<file path="src/ipr_defs.vh">
// constants for the input path routing control registers
`ifndef IPR_DEFS_VH
`define IPR_DEFS_VH

// =====================================================================
// register offsets (7-bit register address of the control port)
// =====================================================================
`define IPR_OFS_POWER_CONTROL_ONE   7'h19
`define IPR_OFS_LEFT_INPUT_PATH     7'h20
`define IPR_OFS_RIGHT_INPUT_PATH    7'h21
`define IPR_OFS_POWER_CONTROL_THREE 7'h2f

// =====================================================================
// reset values
// =====================================================================
`define IPR_RST_POWER_CONTROL_ONE   9'h000
`define IPR_RST_LEFT_INPUT_PATH     9'h100
`define IPR_RST_RIGHT_INPUT_PATH    9'h100
`define IPR_RST_POWER_CONTROL_THREE 9'h000

// =====================================================================
// field positions
// =====================================================================
`define IPR_BIT_LEFT_IN_BOOST_EN    5
`define IPR_BIT_RIGHT_IN_BOOST_EN   4
`define IPR_BIT_LEFT_AMP_EN         5
`define IPR_BIT_RIGHT_AMP_EN        4
`define IPR_BIT_AMP_TO_BOOST        3
`define IPR_BIT_SECOND_PIN_NONINV   6
`define IPR_BIT_THIRD_PIN_NONINV    7
`define IPR_BIT_FIRST_PIN_INV       8

// =====================================================================
// control port framing
// =====================================================================
`define IPR_DEV_ADDR_RST            7'h10
`define IPR_BITS_PER_BYTE           4'h8
`define IPR_LAST_BYTE_IDX           2'h2

`endif

</file>
<file path="src/ipr_chan_route.v">
// per-channel enable and switch decode with registered outputs
`timescale 1ns/1ps
`include "ipr_defs.vh"

module ipr_chan_route
(
    // clock and reset
    input  wire       i_clk,
    input  wire       i_rst_n,
    // register fields of this channel
    input  wire       i_in_boost_en,
    input  wire       i_amp_en,
    input  wire [8:0] i_path,
    // analogue controls
    output reg        o_boost_en,
    output reg        o_amp_en,
    output reg        o_amp_to_boost,
    output reg        o_second_pin_to_noninv,
    output reg        o_third_pin_to_noninv,
    output reg        o_first_pin_to_inv,
    output reg        o_noninv_to_mid
);

    // =================================================================
    // decode
    // =================================================================
    always @(posedge i_clk or negedge i_rst_n)
    begin
        if (!i_rst_n)
        begin
            o_boost_en             <= 1'b0;
            o_amp_en               <= 1'b0;
            o_amp_to_boost         <= 1'b0;
            o_second_pin_to_noninv <= 1'b0;
            o_third_pin_to_noninv  <= 1'b0;
            o_first_pin_to_inv     <= 1'b1;
            o_noninv_to_mid        <= 1'b1;
        end
        else
        begin
            o_boost_en             <= i_in_boost_en;                       // RULE1 RULE2
            // amp needs both enables; boost keeps running without it
            o_amp_en               <= i_in_boost_en & i_amp_en;            // RULE3 RULE4
            o_amp_to_boost         <= i_path[`IPR_BIT_AMP_TO_BOOST];       // RULE5 RULE6
            o_second_pin_to_noninv <= i_path[`IPR_BIT_SECOND_PIN_NONINV];  // RULE7 RULE10
            o_third_pin_to_noninv  <= i_path[`IPR_BIT_THIRD_PIN_NONINV];   // RULE8 RULE11
            o_first_pin_to_inv     <= i_path[`IPR_BIT_FIRST_PIN_INV];      // RULE9 RULE16
            o_noninv_to_mid        <= ~(i_path[`IPR_BIT_SECOND_PIN_NONINV]
                                      | i_path[`IPR_BIT_THIRD_PIN_NONINV]); // RULE12
        end
    end

endmodule // ipr_chan_route

</file>
<file path="src/ipr_input_path_ctrl.v">
// input path routing control: two-wire write port and register bank
// What this block does
// RULE1: bit5 power one enables left amp, boost
// RULE2: bit4 power one enables right amp, boost
// RULE3: left amp needs both enables; boost stays
// RULE4: right amp needs both enables, resets 0
// RULE5: left path bit3 joins amp to boost
// RULE6: right path bit3 joins amp to boost
// RULE7: left bit6 puts second pin on noninverting
// RULE8: left bit7 puts third pin on noninverting
// RULE9: left bit8 first pin inverting, resets 1
// RULE10: right bit6 puts second pin on noninverting
// RULE11: right bit7 puts third pin on noninverting
// RULE12: no pin on noninverting means mid reference
// RULE13: software avoids differential pins into boost mixer
// RULE14: brown-out keeps registers; only reset clears
// RULE15: writes ignored in reset; defaults afterwards
// RULE16: right bit8 first pin inverting, resets 1
// RULE17: all nine bits stored; effect after write
`timescale 1ns/1ps
`include "ipr_defs.vh"

module ipr_input_path_ctrl
#(
    parameter [6:0] DEV_ADDR = `IPR_DEV_ADDR_RST
)
(
    // clock and power-on reset
    input  wire I_CLK_SYS,
    input  wire I_RESETN,
    // two-wire control port
    input  wire I_SCLK,
    input  wire I_SDIN,
    output reg  O_SDIN,
    output reg  O_SDIN_OE_N,
    // left channel controls
    output wire O_LEFT_BOOST_EN,
    output wire O_LEFT_AMP_EN,
    output wire O_LEFT_AMP_TO_BOOST,
    output wire O_LEFT_SECOND_PIN_TO_NONINV,
    output wire O_LEFT_THIRD_PIN_TO_NONINV,
    output wire O_LEFT_FIRST_PIN_TO_INV,
    output wire O_LEFT_NONINV_TO_MID,
    // right channel controls
    output wire O_RIGHT_BOOST_EN,
    output wire O_RIGHT_AMP_EN,
    output wire O_RIGHT_AMP_TO_BOOST,
    output wire O_RIGHT_SECOND_PIN_TO_NONINV,
    output wire O_RIGHT_THIRD_PIN_TO_NONINV,
    output wire O_RIGHT_FIRST_PIN_TO_INV,
    output wire O_RIGHT_NONINV_TO_MID
);

    // =================================================================
    // states of the serial receiver
    // =================================================================
    localparam [1:0] ST_IDLE = 2'h0;
    localparam [1:0] ST_RECV = 2'h1;
    localparam [1:0] ST_ACK  = 2'h2;
    localparam [1:0] ST_SKIP = 2'h3;

    // =================================================================
    // declarations
    // =================================================================
    reg        scl_s1_q;
    reg        scl_s2_q;
    reg        scl_s3_q;
    reg        sda_s1_q;
    reg        sda_s2_q;
    reg        sda_s3_q;
    reg  [1:0] state_q;
    reg  [1:0] state_d;
    reg  [3:0] bit_cnt_q;
    reg  [3:0] bit_cnt_d;
    reg  [1:0] byte_idx_q;
    reg  [1:0] byte_idx_d;
    reg  [7:0] shift_q;
    reg  [7:0] shift_d;
    reg  [6:0] reg_addr_q;
    reg  [6:0] reg_addr_d;
    reg        data_msb_q;
    reg        data_msb_d;
    reg        wr_q;
    reg        wr_d;
    reg        ack_drive_d;
    reg  [8:0] power_control_one_q;
    reg  [8:0] left_input_path_q;
    reg  [8:0] right_input_path_q;
    reg  [8:0] power_control_three_q;
    wire       scl_rise;
    wire       scl_fall;
    wire       start_seen;
    wire       stop_seen;
    wire [8:0] wr_data;
    wire [1:0] in_boost_en;
    wire [1:0] amp_en;
    wire [8:0] path_sel [0:1];
    wire [1:0] q_boost_en;
    wire [1:0] q_amp_en;
    wire [1:0] q_amp_to_boost;
    wire [1:0] q_second_pin;
    wire [1:0] q_third_pin;
    wire [1:0] q_first_pin;
    wire [1:0] q_noninv_mid;

    // =================================================================
    // pin synchronisers
    // =================================================================
    // third stage only feeds edge detection, never the first stage
    always @(posedge I_CLK_SYS or negedge I_RESETN)
    begin
        if (!I_RESETN)
        begin
            scl_s1_q <= 1'b1;
            scl_s2_q <= 1'b1;
            scl_s3_q <= 1'b1;
            sda_s1_q <= 1'b1;
            sda_s2_q <= 1'b1;
            sda_s3_q <= 1'b1;
        end
        else
        begin
            scl_s1_q <= I_SCLK;
            scl_s2_q <= scl_s1_q;
            scl_s3_q <= scl_s2_q;
            sda_s1_q <= I_SDIN;
            sda_s2_q <= sda_s1_q;
            sda_s3_q <= sda_s2_q;
        end
    end

    assign scl_rise   = scl_s2_q & ~scl_s3_q;
    assign scl_fall   = ~scl_s2_q & scl_s3_q;
    assign start_seen = scl_s2_q & scl_s3_q & ~sda_s2_q & sda_s3_q;
    assign stop_seen  = scl_s2_q & scl_s3_q & sda_s2_q & ~sda_s3_q;

    // =================================================================
    // serial receiver: device address, then address+msb, then lsbs
    // =================================================================
    always @*
    begin
        state_d     = state_q;
        bit_cnt_d   = bit_cnt_q;
        byte_idx_d  = byte_idx_q;
        shift_d     = shift_q;
        reg_addr_d  = reg_addr_q;
        data_msb_d  = data_msb_q;
        wr_d        = 1'b0;
        ack_drive_d = 1'b0;
        if (start_seen)
        begin
            state_d    = ST_RECV;
            bit_cnt_d  = 4'h0;
            byte_idx_d = 2'h0;
        end
        else if (stop_seen)
        begin
            state_d = ST_IDLE;
        end
        else
        begin
            case (state_q)
                ST_RECV:
                begin
                    if (scl_rise && bit_cnt_q != `IPR_BITS_PER_BYTE)
                    begin
                        shift_d   = {shift_q[6:0], sda_s2_q};
                        bit_cnt_d = bit_cnt_q + 4'h1;
                    end
                    else if (scl_fall && bit_cnt_q == `IPR_BITS_PER_BYTE)
                    begin
                        state_d     = ST_ACK;
                        ack_drive_d = 1'b1;
                        if (byte_idx_q == 2'h0)
                        begin
                            // other devices or reads: stay off the line
                            if (shift_q[7:1] != DEV_ADDR || shift_q[0])
                            begin
                                state_d     = ST_SKIP;
                                ack_drive_d = 1'b0;
                            end
                        end
                        else if (byte_idx_q == 2'h1)
                        begin
                            reg_addr_d = shift_q[7:1];
                            data_msb_d = shift_q[0];
                        end
                        else
                        begin
                            wr_d = 1'b1; // RULE17
                        end
                    end
                end
                ST_ACK:
                begin
                    ack_drive_d = 1'b1;
                    if (scl_fall)
                    begin
                        ack_drive_d = 1'b0;
                        bit_cnt_d   = 4'h0;
                        byte_idx_d  = byte_idx_q + 2'h1;
                        if (byte_idx_q == `IPR_LAST_BYTE_IDX)
                        begin
                            state_d = ST_SKIP;
                        end
                        else
                        begin
                            state_d = ST_RECV;
                        end
                    end
                end
                default:
                begin
                    state_d = state_q;
                end
            endcase
        end
    end

    always @(posedge I_CLK_SYS or negedge I_RESETN)
    begin
        if (!I_RESETN)
        begin
            state_q     <= ST_IDLE;
            bit_cnt_q   <= 4'h0;
            byte_idx_q  <= 2'h0;
            shift_q     <= 8'h00;
            reg_addr_q  <= 7'h00;
            data_msb_q  <= 1'b0;
            wr_q        <= 1'b0;
            O_SDIN      <= 1'b0;
            O_SDIN_OE_N <= 1'b1;
        end
        else
        begin
            state_q     <= state_d;
            bit_cnt_q   <= bit_cnt_d;
            byte_idx_q  <= byte_idx_d;
            shift_q     <= shift_d;
            reg_addr_q  <= reg_addr_d;
            data_msb_q  <= data_msb_d;
            wr_q        <= wr_d;
            O_SDIN      <= 1'b0;
            O_SDIN_OE_N <= ~ack_drive_d;
        end
    end

    assign wr_data = {data_msb_q, shift_q};

    // =================================================================
    // register bank
    // =================================================================
    // only the power-on reset clears these; supply dips do nothing
    always @(posedge I_CLK_SYS or negedge I_RESETN)
    begin
        if (!I_RESETN)
        begin
            power_control_one_q   <= `IPR_RST_POWER_CONTROL_ONE;   // RULE15 RULE14
            left_input_path_q     <= `IPR_RST_LEFT_INPUT_PATH;     // RULE9
            right_input_path_q    <= `IPR_RST_RIGHT_INPUT_PATH;    // RULE16
            power_control_three_q <= `IPR_RST_POWER_CONTROL_THREE; // RULE4
        end
        else if (wr_q)
        begin
            // unmapped register addresses are dropped silently
            if (reg_addr_q == `IPR_OFS_POWER_CONTROL_ONE)
            begin
                power_control_one_q <= wr_data; // RULE17
            end
            else if (reg_addr_q == `IPR_OFS_LEFT_INPUT_PATH)
            begin
                left_input_path_q <= wr_data;
            end
            else if (reg_addr_q == `IPR_OFS_RIGHT_INPUT_PATH)
            begin
                right_input_path_q <= wr_data;
            end
            else if (reg_addr_q == `IPR_OFS_POWER_CONTROL_THREE)
            begin
                power_control_three_q <= wr_data;
            end
        end
    end

    // =================================================================
    // channel decode, index 0 left, 1 right
    // =================================================================
    assign in_boost_en = {power_control_one_q[`IPR_BIT_RIGHT_IN_BOOST_EN],
                          power_control_one_q[`IPR_BIT_LEFT_IN_BOOST_EN]};
    assign amp_en      = {power_control_three_q[`IPR_BIT_RIGHT_AMP_EN],
                          power_control_three_q[`IPR_BIT_LEFT_AMP_EN]};
    assign path_sel[0] = left_input_path_q;
    assign path_sel[1] = right_input_path_q;

    genvar ch;
    generate
        for (ch = 0; ch < 2; ch = ch + 1)
        begin : g_chan
            ipr_chan_route u_route
            (
                .i_clk                  (I_CLK_SYS),
                .i_rst_n                (I_RESETN),
                .i_in_boost_en          (in_boost_en[ch]),
                .i_amp_en               (amp_en[ch]),
                .i_path                 (path_sel[ch]),
                .o_boost_en             (q_boost_en[ch]),
                .o_amp_en               (q_amp_en[ch]),
                .o_amp_to_boost         (q_amp_to_boost[ch]),
                .o_second_pin_to_noninv (q_second_pin[ch]),
                .o_third_pin_to_noninv  (q_third_pin[ch]),
                .o_first_pin_to_inv     (q_first_pin[ch]),
                .o_noninv_to_mid        (q_noninv_mid[ch])
            );
        end
    endgenerate

    assign O_LEFT_BOOST_EN              = q_boost_en[0];
    assign O_LEFT_AMP_EN                = q_amp_en[0];
    assign O_LEFT_AMP_TO_BOOST          = q_amp_to_boost[0];
    assign O_LEFT_SECOND_PIN_TO_NONINV  = q_second_pin[0];
    assign O_LEFT_THIRD_PIN_TO_NONINV   = q_third_pin[0];
    assign O_LEFT_FIRST_PIN_TO_INV      = q_first_pin[0];
    assign O_LEFT_NONINV_TO_MID         = q_noninv_mid[0];
    assign O_RIGHT_BOOST_EN             = q_boost_en[1];
    assign O_RIGHT_AMP_EN               = q_amp_en[1];
    assign O_RIGHT_AMP_TO_BOOST         = q_amp_to_boost[1];
    assign O_RIGHT_SECOND_PIN_TO_NONINV = q_second_pin[1];
    assign O_RIGHT_THIRD_PIN_TO_NONINV  = q_third_pin[1];
    assign O_RIGHT_FIRST_PIN_TO_INV     = q_first_pin[1];
    assign O_RIGHT_NONINV_TO_MID        = q_noninv_mid[1];

endmodule // ipr_input_path_ctrl

</file>
<file path="config.mk">
export PLATFORM = sky130hd
export DESIGN_NAME = ipr_input_path_ctrl
export DESIGN_NICKNAME = d
export VERILOG_FILES = /design/src/ipr_chan_route.v /design/src/ipr_input_path_ctrl.v
export VERILOG_INCLUDE_DIRS = /design/src /design/src/src
export SDC_FILE = /design/constraint.sdc
export NUM_CORES = 1
export LEC_CHECK = 0
export ABC_AREA = 0
export BUFFER_PORTS_ARGS = -buffer_cell sky130_fd_sc_hd__buf_2
export CAP_MARGIN = 20
export CORE_ASPECT_RATIO = 1.2
export CORE_UTILIZATION = 40
export CTS_BUF_LIST = sky130_fd_sc_hd__clkbuf_8 sky130_fd_sc_hd__clkbuf_16
export CTS_CLUSTER_DIAMETER = 60
export DETAILED_ROUTE_END_ITERATION = 8
export SYNTH_ARGS = -nofsm -noshare
export SYNTH_HDL_FRONTEND = slang
export SYNTH_SLANG_ARGS = --single-unit
</file>
<file path="constraint.sdc">
create_clock -name I_CLK_SYS -period 5.6 [get_ports I_CLK_SYS]
set_clock_uncertainty 0.05 [all_clocks]
set_input_delay 0 -clock I_CLK_SYS [delete_from_list [all_inputs] [get_ports I_CLK_SYS]]
set_output_delay 0 -clock I_CLK_SYS [all_outputs]
set_load 0.01 [all_outputs]
</file>
==> results.yml <==
timing:
  slew_viol_final: 0
  hold_ws_ps: 258.6
  fin_crit_sh_pct: 39.20
  fin_setup_tns_ps: 0
  hold_viol_final: 0
  tightest_slew_ps: 985.4
  slew_headroom_pct: 33.38
  layout_min_cycle_time_ps: 2195
  rsz0062_at_grt: "no"
  clock.fmax_ghz: 0.4556
  setup_viol: 0
yosys:
  yosys_warnings: 0
  synth-edff-count: 0
  avgSynthCellArea_um2: 12.78
  synth_common_cells: "dfrtp_1 (45), nand2_1 (27), mux2_2 (20)"
  synth_seq_cells: 58
  synth_nets: 196
  syn_area_um2: 2365
  synthFlopType: "dfrtp_1"
  synth_top_cells_by_area: "dfrtp_1 (48%), dfstp_2 (14%), mux2_2 (9.5%)"
  synthArstFlopShare_pct: 100.0
  yosysTopAreaCell: "dfrtp_1"
  yosysMostFrequentCell: "dfrtp_1"
  ys_seq_area_share_pct: 62.06
  synthCells: 185
  synth_cell_types: 40
  synth_top_area_share_pct: 47.62
pwr:
  p_sw_share_pct: 28.05
  p_total_mw: 1.156
  p_int_uw: 831.4
  p_leak_nw: 1.378
  pwr-share-clk_pct: 37.3
  power_frac_comb_pct: 17.6
  power_density_nw_per_um2: 412.9
  p_seq_share_pct: 45.1
  peakVddDrop_mv: 0.2486
  switchingPower_uw: 324.2
clock_tree:
  cts_hold_repair.buffers: 3
  cts_resized: 0
  cts_max_level: 3
  clk_path_buf_depth: 2
  path_clk_slew_ps: 60
  cts_tree: "yes"
  insertion_delay_ps: 340
  clkSinkCount: 58
  cts-root-buf: "clkbuf_8"
  post_cts_buffers: 0
  cts_buffers: 9
cells_and_area:
  num-fill-cells: 512
  drive_gt1_share_pct: 32.88
  diodes: 0
  fin_util_pct: 49.38
  finalNetCount: 225
  area_growth_syn_to_layout_pct: 18.36
  stdcell_count: 299
setup_path:
  path_cells: "inv_1 > ha_1 > nand3b_1 > or3_4 > nor3b_4 > mux2_2"
  cp-end-kind: "flip-flop"
  critical_path.endpoint: "reg_addr_q[6]$_DFFE_PN0P_"
  crit_buf_inv: 1
  crit_path_start: "bit_cnt_q[0]$_DFFE_PN0P_"
  critical_path_class: "flip-flop to flip-flop"
  rrSetupSlack_ps: 3410
  worstReg2RegStart: "bit_cnt_q[0]$_DFFE_PN0P_"
  critPathArrivalTime_ps: 2370
  slowest_delay_ps: 420
  crit_required_ps: 5770
  crit_slowest_cell: "nor3b_4"
  worstPathMaxFanout: 8
  rr_worst_depth: 6
  critPathTopFamily: "simple AND/OR/NAND/NOR gates"
  r2r-end: "reg_addr_q[6]$_DFFE_PN0P_"
  cp-start-kind: "flip-flop"
  cp.depth: 6
floorplan:
  die_area_um2: 6225
  die_x_um: 72.19
  io_pins: 20
  num_rows: 30
  die_h_um: 86.23
  start_util_pct: 41.72
  core_area_um2: 5668
detailed_routing:
  vias: 1458
  wirelength_um: 3953
  drt_pass1_iterations: 4
  wl_per_cell_um: 13.22
  viasPerCell: 4.876
  ant_nets: 0
  drtIter0Drc: 82
  drcViolationCount: 0
min_path:
  hp-class: "primary input to flip-flop"
global_route:
  grt_max_degree: 59
  grt_pass1_wl_um: 6865
  grt-ovfl-total: 0
  grt_pass1_vias: 1500
  antenna_found_initial: 0
  grtUsageTotal_pct: 15.05
placed_design:
  hpwl_um: 2614
  port-buffer-count: 18
  dp.cells: 280
  gp_congestion: 0.7275
job:
  maxCapViolCount: 0
status:
  outcome: "completed"
state kept, by name, indices dropped and copies added, names as in the netlist, 2 cells and up:
register,cells
g_chan.u_route.o_noninv_to_mid,2
g_chan.u_route.o_amp_en,2
byte_idx_q,2
g_chan.u_route.o_first_pin_to_inv,2
g_chan.u_route.o_boost_en,2
shift_q,8
bit_cnt_q,4
state_q,2
power_control_three_q,2
power_control_one_q,2
g_chan.u_route.o_amp_to_boost,2
g_chan.u_route.o_second_pin_to_noninv,2
left_input_path_q,4
right_input_path_q,4
reg_addr_q,7
g_chan.u_route.o_third_pin_to_noninv,2
cell families (layout without fill, tap and decap cells):
group,count (synthesis),after routing,share of synthesized area [%]
simple gates,68,68,17.09
flops,58,58,62.06
mux,21,21,9.947
buf+inv,15,49,2.698
compound gates,14,14,3.969
fa+ha+maj,7,7,3.704
other cells,1,1,0.1586
xor+xnor,1,1,0.3704
how the worst min path moves through the flow:
stage | startpoint | to | slack (ps) | depth (start not counted)
floorplan | I_RESETN | bit_cnt_q[0]$_DFFE_PN0P_ | -350 | 0
global placement | I_SCLK | scl_s1_q$_DFF_PN1_ | 60 | 1
detailed placement | I_SCLK | scl_s1_q$_DFF_PN1_ | 60 | 1
CTS | I_SCLK | scl_s1_q$_DFF_PN1_ | 240 | 2
global route | I_SCLK | scl_s1_q$_DFF_PN1_ | 260 | 2
finish | I_SDIN | sda_s1_q$_DFF_PN1_ | 260 | 2
area by class of cell:
type	count	area, µm²	area share [%]
Multi-Input combinational cell	112	833.3	29.77
Inverter	11	41.29	1.475
Tap cell	80	100.1	3.576
Clock inverter	5	77.57	2.772
Timing Repair Buffer	22	127.6	4.560
Clock buffer	11	151.4	5.409
Sequential cell	58	1468	52.44
stage by stage:
step                setup WS [ps]  area, µm²
finish                       3405       2799
global route                 3264       2799
CTS                          3396       2799
detailed placement           3404       2540
global placement             3390       2540
floorplan                    3597       2365
metal layers:
layer	track usage, %	up-vias	share of wire, %
met2	23.53	31	47
met3	4.535	12	3.5
met4	10.87	0	3.6
li1	-	705	-
met1	17.47	710	46
met5	0	-	0
power by group through the flow:
| stage | registers (mW) | clock network, mW | logic (mW) |
|---|---|---|---|
| floorplan | 0.511 | 0 | 0.160 |
| global placement | 0.528 | 0 | 0.200 |
| detailed placement | 0.529 | 0 | 0.203 |
| CTS | 0.522 | 0.443 | 0.206 |
| global route | 0.530 | 0.457 | 0.238 |
| finish | 0.521 | 0.431 | 0.203 |
placed cells by master, fill, tap and decap left out, drive strengths merged, types with 2 or more instances in the layout:
| cell type | n |
|---|---|
| nand4 | 3 |
| and4b | 3 |
| clkinv | 2 |
| dfrtp | 45 |
| dfstp | 13 |
| nand3 | 4 |
| dlygate4sd3 | 3 |
| nor2 | 6 |
| bufinv | 2 |
| mux2 | 20 |
| buf | 19 |
| o21ai | 2 |
| or3 | 2 |
| nor3 | 3 |
| nand2 | 27 |
| nor4bb | 2 |
| o211ai | 3 |
| inv | 12 |
| clkbuf | 11 |
| nand4b | 3 |
| ha | 7 |
| nor4b | 4 |
| and2 | 2 |
| a21oi | 3 |
Power figures use the tool's default switching activity.
